**config.mk**
```make
export PLATFORM = sky130hd
export DESIGN_NAME = rtc_supervisor_power_control
export DESIGN_NICKNAME = d
export VERILOG_FILES = /design/src/core/rtc_supply_pkg.sv /design/src/core/recovery_timer.sv /design/src/core/rtc_supervisor_power_control.sv
export SDC_FILE = /design/constraint.sdc
export NUM_CORES = 1
export LEC_CHECK = 0
export ABC_AREA = 1
export BUFFER_PORTS_ARGS = -buffer_cell sky130_fd_sc_hd__buf_4
export CAP_MARGIN = 15
export CORE_ASPECT_RATIO = 0.5
export CORE_MARGIN = 2
export CORE_UTILIZATION = 50
export CTS_CLUSTER_SIZE = 28
export DETAILED_ROUTE_END_ITERATION = 16
export GPL_TIMING_DRIVEN = 1
export PLACE_DENSITY = 0.76
export SLEW_MARGIN = 20
export SYNTH_ARGS = -nofsm -noshare
export SYNTH_HDL_FRONTEND = slang
export SYNTH_SLANG_ARGS = --single-unit
```
**constraint.sdc**
```tcl
create_clock -name sys_clk_i -period 2.3 [get_ports sys_clk_i]
set_input_delay 0.345 -clock sys_clk_i [delete_from_list [all_inputs] [get_ports sys_clk_i]]
set_output_delay 0.345 -clock sys_clk_i [all_outputs]
set_load 0.005 [all_outputs]
```
**src/core/rtc_supply_pkg.sv**
```systemverilog
/*
 * Shared constants and types for the supply supervisor: register offsets,
 * bit positions, timing counts, power states and carrier structs.
 * Assumes a 10 MHz system clock and byte-wide registers.
 */
`default_nettype none
package rtc_supply_pkg;
    localparam int CLK_PERIOD_NS = 100;

    localparam logic [7:0] ADDR_SECONDS_HALT = 8'h01;
    localparam logic [7:0] ADDR_CENTURY_HOURS = 8'h03;
    localparam logic [7:0] ADDR_RECOVERY_DAY = 8'h04;
    localparam logic [7:0] ADDR_CONTROL = 8'h08;
    localparam logic [7:0] ADDR_WATCHDOG = 8'h09;
    localparam logic [7:0] ADDR_ALARM_CTRL = 8'h0a;
    localparam logic [7:0] ADDR_HALT_UPDATE = 8'h0c;
    localparam logic [7:0] ADDR_FLAGS = 8'h0f;

    localparam int BIT_OSC_HALT = 7;
    localparam int BIT_CENTURY_EN = 7;
    localparam int BIT_CENTURY_TOGGLE = 6;
    localparam int BIT_RECOVERY_SEL = 7;
    localparam int BIT_OUT_LEVEL = 7;
    localparam int BIT_FREQ_TEST = 6;
    localparam int BIT_WD_STEERING = 7;
    localparam int BIT_ALARM_FLAG_EN = 7;
    localparam int BIT_SQUARE_WAVE_EN = 6;
    localparam int BIT_BACKUP_ALARM_EN = 5;
    localparam int BIT_HALT_UPDATE = 6;
    localparam int BIT_BATT_LOW = 4;

    localparam logic [7:0] WATCHDOG_CLEARED = 8'h00;

    // Shortest legal deselect interval of each mode, rounded up to cycles.
    localparam int REC_NORMAL_MIN_MS = 96;
    localparam int REC_HALT_MIN_MS = 40;
    localparam int REC_FAST_MIN_US = 50;
    localparam int REC_NORMAL_CYCLES =
        (REC_NORMAL_MIN_MS * 1000000 + CLK_PERIOD_NS - 1) / CLK_PERIOD_NS;
    localparam int REC_HALT_CYCLES =
        (REC_HALT_MIN_MS * 1000000 + CLK_PERIOD_NS - 1) / CLK_PERIOD_NS;
    localparam int REC_FAST_CYCLES =
        (REC_FAST_MIN_US * 1000 + CLK_PERIOD_NS - 1) / CLK_PERIOD_NS;
    localparam int REC_CNT_W = 24;

    localparam int BATT_CHECK_HOURS = 24;
    localparam int BATT_CNT_W = 48;
    localparam logic [BATT_CNT_W-1:0] BATT_CHECK_CYCLES = BATT_CNT_W'(
        64'(BATT_CHECK_HOURS) * 64'd3600000000000 / 64'(CLK_PERIOD_NS));

    // Extra cycles the fail output stays forced high after the cycle in which power returns.
    localparam logic [1:0] PFO_RECOG_CYCLES = 2'h3;

    typedef enum logic [1:0] {
        PWR_BACKUP = 2'b00,
        PWR_RECOVER = 2'b01,
        PWR_NORMAL = 2'b10
    } pwr_state_t;

    typedef struct packed {
        logic [7:0] addr;
        logic [7:0] wdata;
        logic wr;
        logic rd;
    } reg_req_t;

    typedef struct packed {
        logic supply_sense_low;
        logic supply_good;
        logic battery_low;
        logic battery_retained;
    } sense_t;
endpackage
`default_nettype wire

```
**src/core/recovery_timer.sv**
```systemverilog
/*
 * Post power-up write deselect timer; one start pulse gives one done pulse.
 * Assumes the mode bits are stable when start is pulsed.
 */
`default_nettype none
module recovery_timer
    import rtc_supply_pkg::*;
#(
    parameter int NORMAL_CYCLES = REC_NORMAL_CYCLES,
    parameter int HALT_CYCLES = REC_HALT_CYCLES,
    parameter int FAST_CYCLES = REC_FAST_CYCLES
) (
    input wire logic sys_clk_i,
    input wire logic reset_n_i,
    input wire logic start_i,
    input wire logic recovery_sel_i,
    input wire logic osc_halt_i,
    output logic done_o
);
    typedef struct packed {
        logic [REC_CNT_W-1:0] cnt;
        logic busy;
        logic done;
    } timer_state_t;

    timer_state_t st_reg;
    timer_state_t st_next;

    always_comb begin
        st_next = st_reg;
        st_next.done = 1'b0;
        if (start_i) begin
            st_next.busy = 1'b1;
            if (recovery_sel_i) begin
                st_next.cnt = REC_CNT_W'(FAST_CYCLES - 1);
            end else if (osc_halt_i) begin
                st_next.cnt = REC_CNT_W'(HALT_CYCLES - 1);
            end else begin
                st_next.cnt = REC_CNT_W'(NORMAL_CYCLES - 1);
            end
        end else if (st_reg.busy) begin
            if (st_reg.cnt == '0) begin
                st_next.busy = 1'b0;
                st_next.done = 1'b1;
            end else begin
                st_next.cnt = st_reg.cnt - 1'b1;
            end
        end
    end

    always_ff @(posedge sys_clk_i or negedge reset_n_i) begin
        if (!reset_n_i) begin
            st_reg <= '0;
        end else begin
            st_reg <= st_next;
        end
    end

    assign done_o = st_reg.done;
endmodule
`default_nettype wire

```
**src/core/rtc_supervisor_power_control.sv**
```systemverilog
/*
 * Power supervisor of the clock chip: fail output gating, century toggle,
 * event pin driver, battery checks, recovery deselect and power-up defaults.
 * Assumes digital comparator results on pins and a byte register port.
 */
`default_nettype none
module rtc_supervisor_power_control
    import rtc_supply_pkg::*;
#(
    parameter int NORMAL_CYCLES = REC_NORMAL_CYCLES,
    parameter int HALT_CYCLES = REC_HALT_CYCLES,
    parameter int FAST_CYCLES = REC_FAST_CYCLES,
    parameter logic [BATT_CNT_W-1:0] BATT_CYCLES = BATT_CHECK_CYCLES
) (
    input wire logic sys_clk_i,
    input wire logic reset_n_i,
    input wire logic supply_sense_low_i,
    input wire logic supply_good_i,
    input wire logic battery_low_i,
    input wire logic battery_retained_i,
    input wire logic century_rollover_i,
    input wire logic wd_reset_timeout_i,
    input wire logic event_core_low_i,
    input wire logic event_pin_i,
    input wire reg_req_t reg_req_i,
    output logic [7:0] reg_rdata_o,
    output logic supply_fail_o,
    output logic write_deselect_o,
    output logic event_pin_o,
    output logic event_pin_oe_o
);
    typedef struct packed {
        sense_t s1;
        sense_t s2;
        sense_t s3;
        sense_t sense;
        pwr_state_t pwr;
        logic [1:0] pfo_cnt;
        logic [BATT_CNT_W-1:0] batt_cnt;
        logic rec_start;
        logic osc_halt;
        logic century_en;
        logic century_toggle;
        logic recovery_sel;
        logic [7:0] control;
        logic [7:0] watchdog;
        logic afe;
        logic square_wave_enable;
        logic abe;
        logic halt_update;
        logic batt_low;
        logic supply_fail_output;
        logic deselect;
        logic event_oe;
        logic event_data;
        logic [7:0] rdata;
    } state_t;
    state_t st_reg;
    state_t st_next;
    logic rec_done;

    function automatic logic [7:0] read_reg(input state_t s, input logic [7:0] a);
        logic [7:0] d;
        d = 8'h00;
        unique case (a)
            ADDR_SECONDS_HALT: d = 8'(s.osc_halt) << BIT_OSC_HALT;
            ADDR_CENTURY_HOURS: d = (8'(s.century_en) << BIT_CENTURY_EN)
                                  | (8'(s.century_toggle) << BIT_CENTURY_TOGGLE);
            ADDR_RECOVERY_DAY: d = 8'(s.recovery_sel) << BIT_RECOVERY_SEL;
            ADDR_CONTROL: d = s.control;
            ADDR_WATCHDOG: d = s.watchdog;
            ADDR_ALARM_CTRL: d = (8'(s.afe) << BIT_ALARM_FLAG_EN)
                               | (8'(s.square_wave_enable) << BIT_SQUARE_WAVE_EN)
                               | (8'(s.abe) << BIT_BACKUP_ALARM_EN);
            ADDR_HALT_UPDATE: d = 8'(s.halt_update) << BIT_HALT_UPDATE;
            ADDR_FLAGS: d = 8'(s.batt_low) << BIT_BATT_LOW;
            default: d = 8'h00;
        endcase
        return d;
    endfunction
    recovery_timer #(
        .NORMAL_CYCLES(NORMAL_CYCLES),
        .HALT_CYCLES(HALT_CYCLES),
        .FAST_CYCLES(FAST_CYCLES)
    ) u_recovery_timer (
        .sys_clk_i(sys_clk_i),
        .reset_n_i(reset_n_i),
        .start_i(st_reg.rec_start),
        .recovery_sel_i(st_reg.recovery_sel),
        .osc_halt_i(st_reg.osc_halt),
        .done_o(rec_done)
    );

    always_comb begin
        st_next = st_reg;
        st_next.rec_start = 1'b0;
        // Three-stage capture; a bit moves only when stages two and three agree.
        st_next.s1 = '{supply_sense_low_i, supply_good_i, battery_low_i,
                       battery_retained_i};
        st_next.s2 = st_reg.s1;
        st_next.s3 = st_reg.s2;
        st_next.sense = (~(st_reg.s2 ^ st_reg.s3) & st_reg.s3)
                      | ((st_reg.s2 ^ st_reg.s3) & st_reg.sense);
        unique case (st_reg.pwr)
            PWR_BACKUP: begin
                st_next.supply_fail_output = 1'b0;
                st_next.deselect = 1'b1;
                st_next.batt_cnt = '0;
                if (st_reg.sense.supply_good) begin
                    st_next.pwr = PWR_RECOVER;
                    st_next.rec_start = 1'b1;
                    st_next.supply_fail_output = 1'b1;
                    st_next.pfo_cnt = 2'h0;
                    st_next.batt_low = st_reg.sense.battery_low;
                    if (!st_reg.sense.battery_retained) begin
                        st_next.recovery_sel = 1'b0;
                        st_next.osc_halt = 1'b1;
                        st_next.control[BIT_OUT_LEVEL] = 1'b1;
                    end
                    // Other bits are left as they are; they count as undefined.
                    st_next.halt_update = 1'b1;
                    st_next.control[BIT_FREQ_TEST] = 1'b0;
                    st_next.afe = 1'b0;
                    st_next.abe = 1'b0;
                    st_next.square_wave_enable = 1'b0;
                    st_next.watchdog = WATCHDOG_CLEARED;
                end
            end
            PWR_RECOVER: begin
                st_next.deselect = 1'b1;
                if (st_reg.pfo_cnt != PFO_RECOG_CYCLES) begin
                    st_next.pfo_cnt = st_reg.pfo_cnt + 2'h1;
                    st_next.supply_fail_output = 1'b1;
                end else begin
                    st_next.supply_fail_output = ~st_reg.sense.supply_sense_low;
                end
                if (!st_reg.sense.supply_good) begin
                    st_next.pwr = PWR_BACKUP;
                    st_next.supply_fail_output = 1'b0;
                end else if (rec_done) begin
                    st_next.pwr = PWR_NORMAL;
                    st_next.deselect = 1'b0;
                end
            end
            PWR_NORMAL: begin
                st_next.supply_fail_output = ~st_reg.sense.supply_sense_low;
                if (st_reg.batt_cnt >= BATT_CYCLES - 1'b1) begin
                    st_next.batt_cnt = '0;
                    st_next.batt_low = st_reg.sense.battery_low;
                end else begin
                    st_next.batt_cnt = st_reg.batt_cnt + 1'b1;
                end
                if (!st_reg.sense.supply_good) begin
                    st_next.pwr = PWR_BACKUP;
                    st_next.supply_fail_output = 1'b0;
                    st_next.deselect = 1'b1;
                end
            end
            default: st_next.pwr = PWR_BACKUP;
        endcase
        // Writes land only with the supply up and the deselect interval over.
        if (reg_req_i.wr && st_reg.pwr == PWR_NORMAL) begin
            unique case (reg_req_i.addr)
                ADDR_SECONDS_HALT: st_next.osc_halt = reg_req_i.wdata[BIT_OSC_HALT];
                ADDR_CENTURY_HOURS: begin
                    st_next.century_en = reg_req_i.wdata[BIT_CENTURY_EN];
                    st_next.century_toggle = reg_req_i.wdata[BIT_CENTURY_TOGGLE];
                end
                ADDR_RECOVERY_DAY: begin
                    st_next.recovery_sel = reg_req_i.wdata[BIT_RECOVERY_SEL];
                end
                ADDR_CONTROL: st_next.control = reg_req_i.wdata;
                ADDR_WATCHDOG: st_next.watchdog = reg_req_i.wdata;
                ADDR_ALARM_CTRL: begin
                    st_next.afe = reg_req_i.wdata[BIT_ALARM_FLAG_EN];
                    st_next.square_wave_enable = reg_req_i.wdata[BIT_SQUARE_WAVE_EN];
                    st_next.abe = reg_req_i.wdata[BIT_BACKUP_ALARM_EN];
                end
                ADDR_HALT_UPDATE: st_next.halt_update = reg_req_i.wdata[BIT_HALT_UPDATE];
                default: begin
                end
            endcase
        end
        // Hardware events are applied after the write so that they win.
        if (century_rollover_i && st_next.century_en) begin
            st_next.century_toggle = ~st_next.century_toggle;
        end
        if (wd_reset_timeout_i && st_reg.watchdog[BIT_WD_STEERING]) begin
            st_next.watchdog = WATCHDOG_CLEARED;
            st_next.control[BIT_FREQ_TEST] = 1'b0;
            st_next.afe = 1'b0;
            st_next.abe = 1'b0;
            st_next.square_wave_enable = 1'b0;
        end
        if (!st_next.control[BIT_FREQ_TEST] && !st_next.afe
            && st_next.watchdog == WATCHDOG_CLEARED) begin
            st_next.event_oe = ~st_next.control[BIT_OUT_LEVEL];
        end else begin
            st_next.event_oe = event_core_low_i;
        end
        if (reg_req_i.rd) begin
            st_next.rdata = read_reg(st_reg, reg_req_i.addr);
        end
    end
    always_ff @(posedge sys_clk_i or negedge reset_n_i) begin
        if (!reset_n_i) begin
            st_reg <= '0;
            st_reg.deselect <= 1'b1;
            // Output level starts at one so the idle pin stays released after reset.
            st_reg.control[BIT_OUT_LEVEL] <= 1'b1;
        end else begin
            st_reg <= st_next;
        end
    end
    assign reg_rdata_o = st_reg.rdata;
    assign supply_fail_o = st_reg.supply_fail_output;
    assign write_deselect_o = st_reg.deselect;
    // The open-drain data bit never leaves zero; only the enable moves the pin.
    assign event_pin_o = st_reg.event_data;
    assign event_pin_oe_o = st_reg.event_oe;
endmodule
`default_nettype wire

```
==> flow_summary.ini <==
[synthesis]
synth_cells = 983
avgSynthCellArea_um2 = 7.57
ys_async_sr_fraction_pct = 100
post-synth-top-area-cell = dfrtp_1
synth_commonest_cells = 228 x nand2_1, 146 x inv_1, 129 x dfrtp_1, 110 x nor2_1, 67 x nand3_1
yosysSeqAreaShare_pct = 44.1
yosysMostFrequentCell = nand2_1
synthesis.area_um2 = 7440
syn-num-nets = 1020
ys_top_cells_by_area = dfrtp_1 43%, nand2_1 12%, inv_1 7.4%
ys_warn_count = 0
synth_edf_count = 0
ys_types = 47
yosysTopAreaCellShare_pct = 43.4
ys_ff_latch = 131
synthFlopType = dfrtp_1

[worst_setup_path]
r2r_cells = 12
crit_path_end_kind = flip-flop
r2r-start = st_reg[38]
worst_setup_path_start_kind = flip-flop
crit_required_ns = 2.61
rrSetupSlack_ns = 0.19
critPathMaxFanout = 13
arrival_ns = 2.42
r2r_end = st_reg[76]
critPathKind = reg2reg

[clock_tree]
post_cts_buffers = 0
cts-root-buf = clkbuf_16
cts-buffers-inserted = 17
cts_buffer_depth = 2
htree_levels = 4
cts_num_sinks = 131
insertion_delay_ns = 0.43
tritoncts = done
clk_pin_slew_ns = 0.06

[die]
start_util_pct = 51.3
pin_count = 40
std_cell_rows = 31
die_h_um = 90.2
die_w_um = 176
core_area_um2 = 14500
die_area_um2 = 15900

[hold_path]
whs_path_depth = 1
min_from = supply_sense_low_i
whs_endpoint = st_next[101]
hold_path_class = in2reg

[power_and_ir_drop]
switching_share_pct = 33.4
combPwrFrac_pct = 22.8
max-vdd-ir-drop_mv = 0.525
p_seq_share_pct = 37.8
p_int_w = 0.00484
p_sw_w = 0.00242
power_frac_clock_pct = 39.4
leakage_nw = 4.05
powerDensity_nw_per_um2 = 847

[place]
port-buffer-count = 37
dp_slack_ns = 0.257
place_hpwl_um = 12400
place_congestion = 0.935
placedCellCount = 1203

[timing]
worst_pin_slew_ns = 0.661
fin_crit_ns = 2.11
finalCritPeriodShare_pct = 91.7
slew_violations = 0
fin_setup_tns_ns = 0
grt_setup_unrepaired = false
finalHoldViolations = 0
max_freq_mhz = 474
relSlewSlack_pct = 56.0
fin_ws_ns = 0.192
fin_skew_ns = 0.0106
hold_slack_ns = 0.0279
final-setup-viol-count = 0

[route]
drt_iter0_drc = 487
routed_wl_um = 17700
viasPerCell = 5.36
avgRoutedWirePerCell_um = 14.4
antenna_left = 0
drc_errors = 0
num_vias = 6630
dr.pass1.iters = 5

[final_layout]
area_delta_synth_final_pct = 15.2
drive_gt1_share_pct = 11.4
final_cells = 1236
nets = 1062
fin_util_pct = 59.1
seq_area_um2 = 3280
num-fill-cells = 1297
largest_reg_flops = 82
diodes = 0
multi_input_area_um2 = 3420

[grt]
grt_pass1_wl_um = 30800
track_usage_pct = 24.1
grt_pass1_vias = 6535
grt_max_degree = 68
overflow = 0
antenna_found_initial = 0

[flow_run]
cap_violations = 0

[status]
status = completed
cell usage in the layout (no fill, tap or decap), types with 4 or more instances in the layout:
| cell | synthesis | final |
|---|---|---|
| ha_1 | 9 | 9 |
| nor2_4 | 5 | 5 |
| nand3_2 | 4 | 4 |
| dfrtp_1 | 129 | 129 |
| nand2_2 | 5 | 5 |
| nand2_1 | 228 | 228 |
| nor2_2 | 5 | 5 |
| xor2_1 | 30 | 30 |
| o22ai_1 | 26 | 26 |
| nor3_1 | 26 | 26 |
| nor4_1 | 5 | 5 |
| clkbuf_16 | 0 | 17 |
| o21ai_0 | 51 | 51 |
| a21oi_1 | 24 | 24 |
| inv_1 | 146 | 146 |
| a22oi_1 | 10 | 10 |
| buf_4 | 13 | 50 |
| nand3_1 | 67 | 67 |
| nand4_1 | 24 | 24 |
| maj3_1 | 4 | 4 |
| inv_6 | 0 | 4 |
| nor2_1 | 110 | 110 |
| o21ai_1 | 7 | 7 |
power by group through the flow:
stage	sequential, W	combinational (W)	clock (W)
CTS	0.00274	0.00164	0.00290
global placement	0.00277	0.00157	0
detailed placement	0.00277	0.00163	0
global route	0.00278	0.00189	0.00301
floorplan	0.00272	0.00113	0
finish	0.00275	0.00165	0.00286
cells by family after synthesis:
kind of cell,after synthesis,share of synthesized area (%)
adders and majority gates,13,2.05
and+or+nand+nor,494,30.0
AOI/OAI and AO/OA,130,10.0
other,1,0.0504
buffers and inverters,182,9.99
xor gates and xnor gates,32,3.77
DFF,131,44.1
worst max-delay path, cell delays in order (launching register included):
cell and delay (ns):
dfrtp_1 0.44, ha_1 0.28, nand2_2 0.11, nor2_4 0.22
nand2_4 0.10, nor2_4 0.12, nand3_2 0.10, nand2_2 0.09
nand2_2 0.07, nand3_4 0.17, inv_2 0.13, nand3_1 0.10
o21ai_0 0.07
through the flow:
| step | total power, W | cell area, µm² |
|---|---|---|
| 4_1_cts | 0.00728 | 8560 |
| 3_5_place_dp | 0.00440 | 7940 |
| 2_1_floorplan | 0.00386 | 7440 |
| 5_1_grt | 0.00768 | 8570 |
| 3_3_place_gp | 0.00434 | 7940 |
| 6_report | 0.00726 | 8570 |
per-layer routing:
layer  vias to the layer above  track usage (%)  share of wire [%]
met5                         -                0                  0
met4                         0             9.64                2.4
met3                        42             5.08                5.0
met2                       191             38.8                 47
met1                      3144             31.7                 45
li1                       3253                -                  -
cell type report:
type / count / share of cell area, %
Multi-Input combinational cell: 670 / 39.9
Sequential cell: 131 / 38.3
Inverter: 151 / 6.62
Clock buffer: 19 / 5.17
Timing Repair Buffer: 54 / 5.10
Tap cell: 198 / 2.89
Clock inverter: 13 / 2.03
worst max-delay path by stage:
stage / from / end / slack (ns)
2_1_floorplan: st_reg[88] / event_pin_oe_o / 0.51
3_3_place_gp: st_reg[38] / st_reg[72] / 0.29
3_5_place_dp: st_reg[88] / event_pin_oe_o / 0.26
4_1_cts: st_reg[38] / st_reg[68] / 0.19
5_1_grt: st_reg[38] / st_reg[72] / 0.006
6_report: st_reg[38] / st_reg[76] / 0.19
what timing repair did:
item,CTS,global route
resized for setup,0,1
hold buffers,1,0
hold endpoints to repair,63,0
setup endpoints to repair,0,1
(Power assumes the default switching activity.)
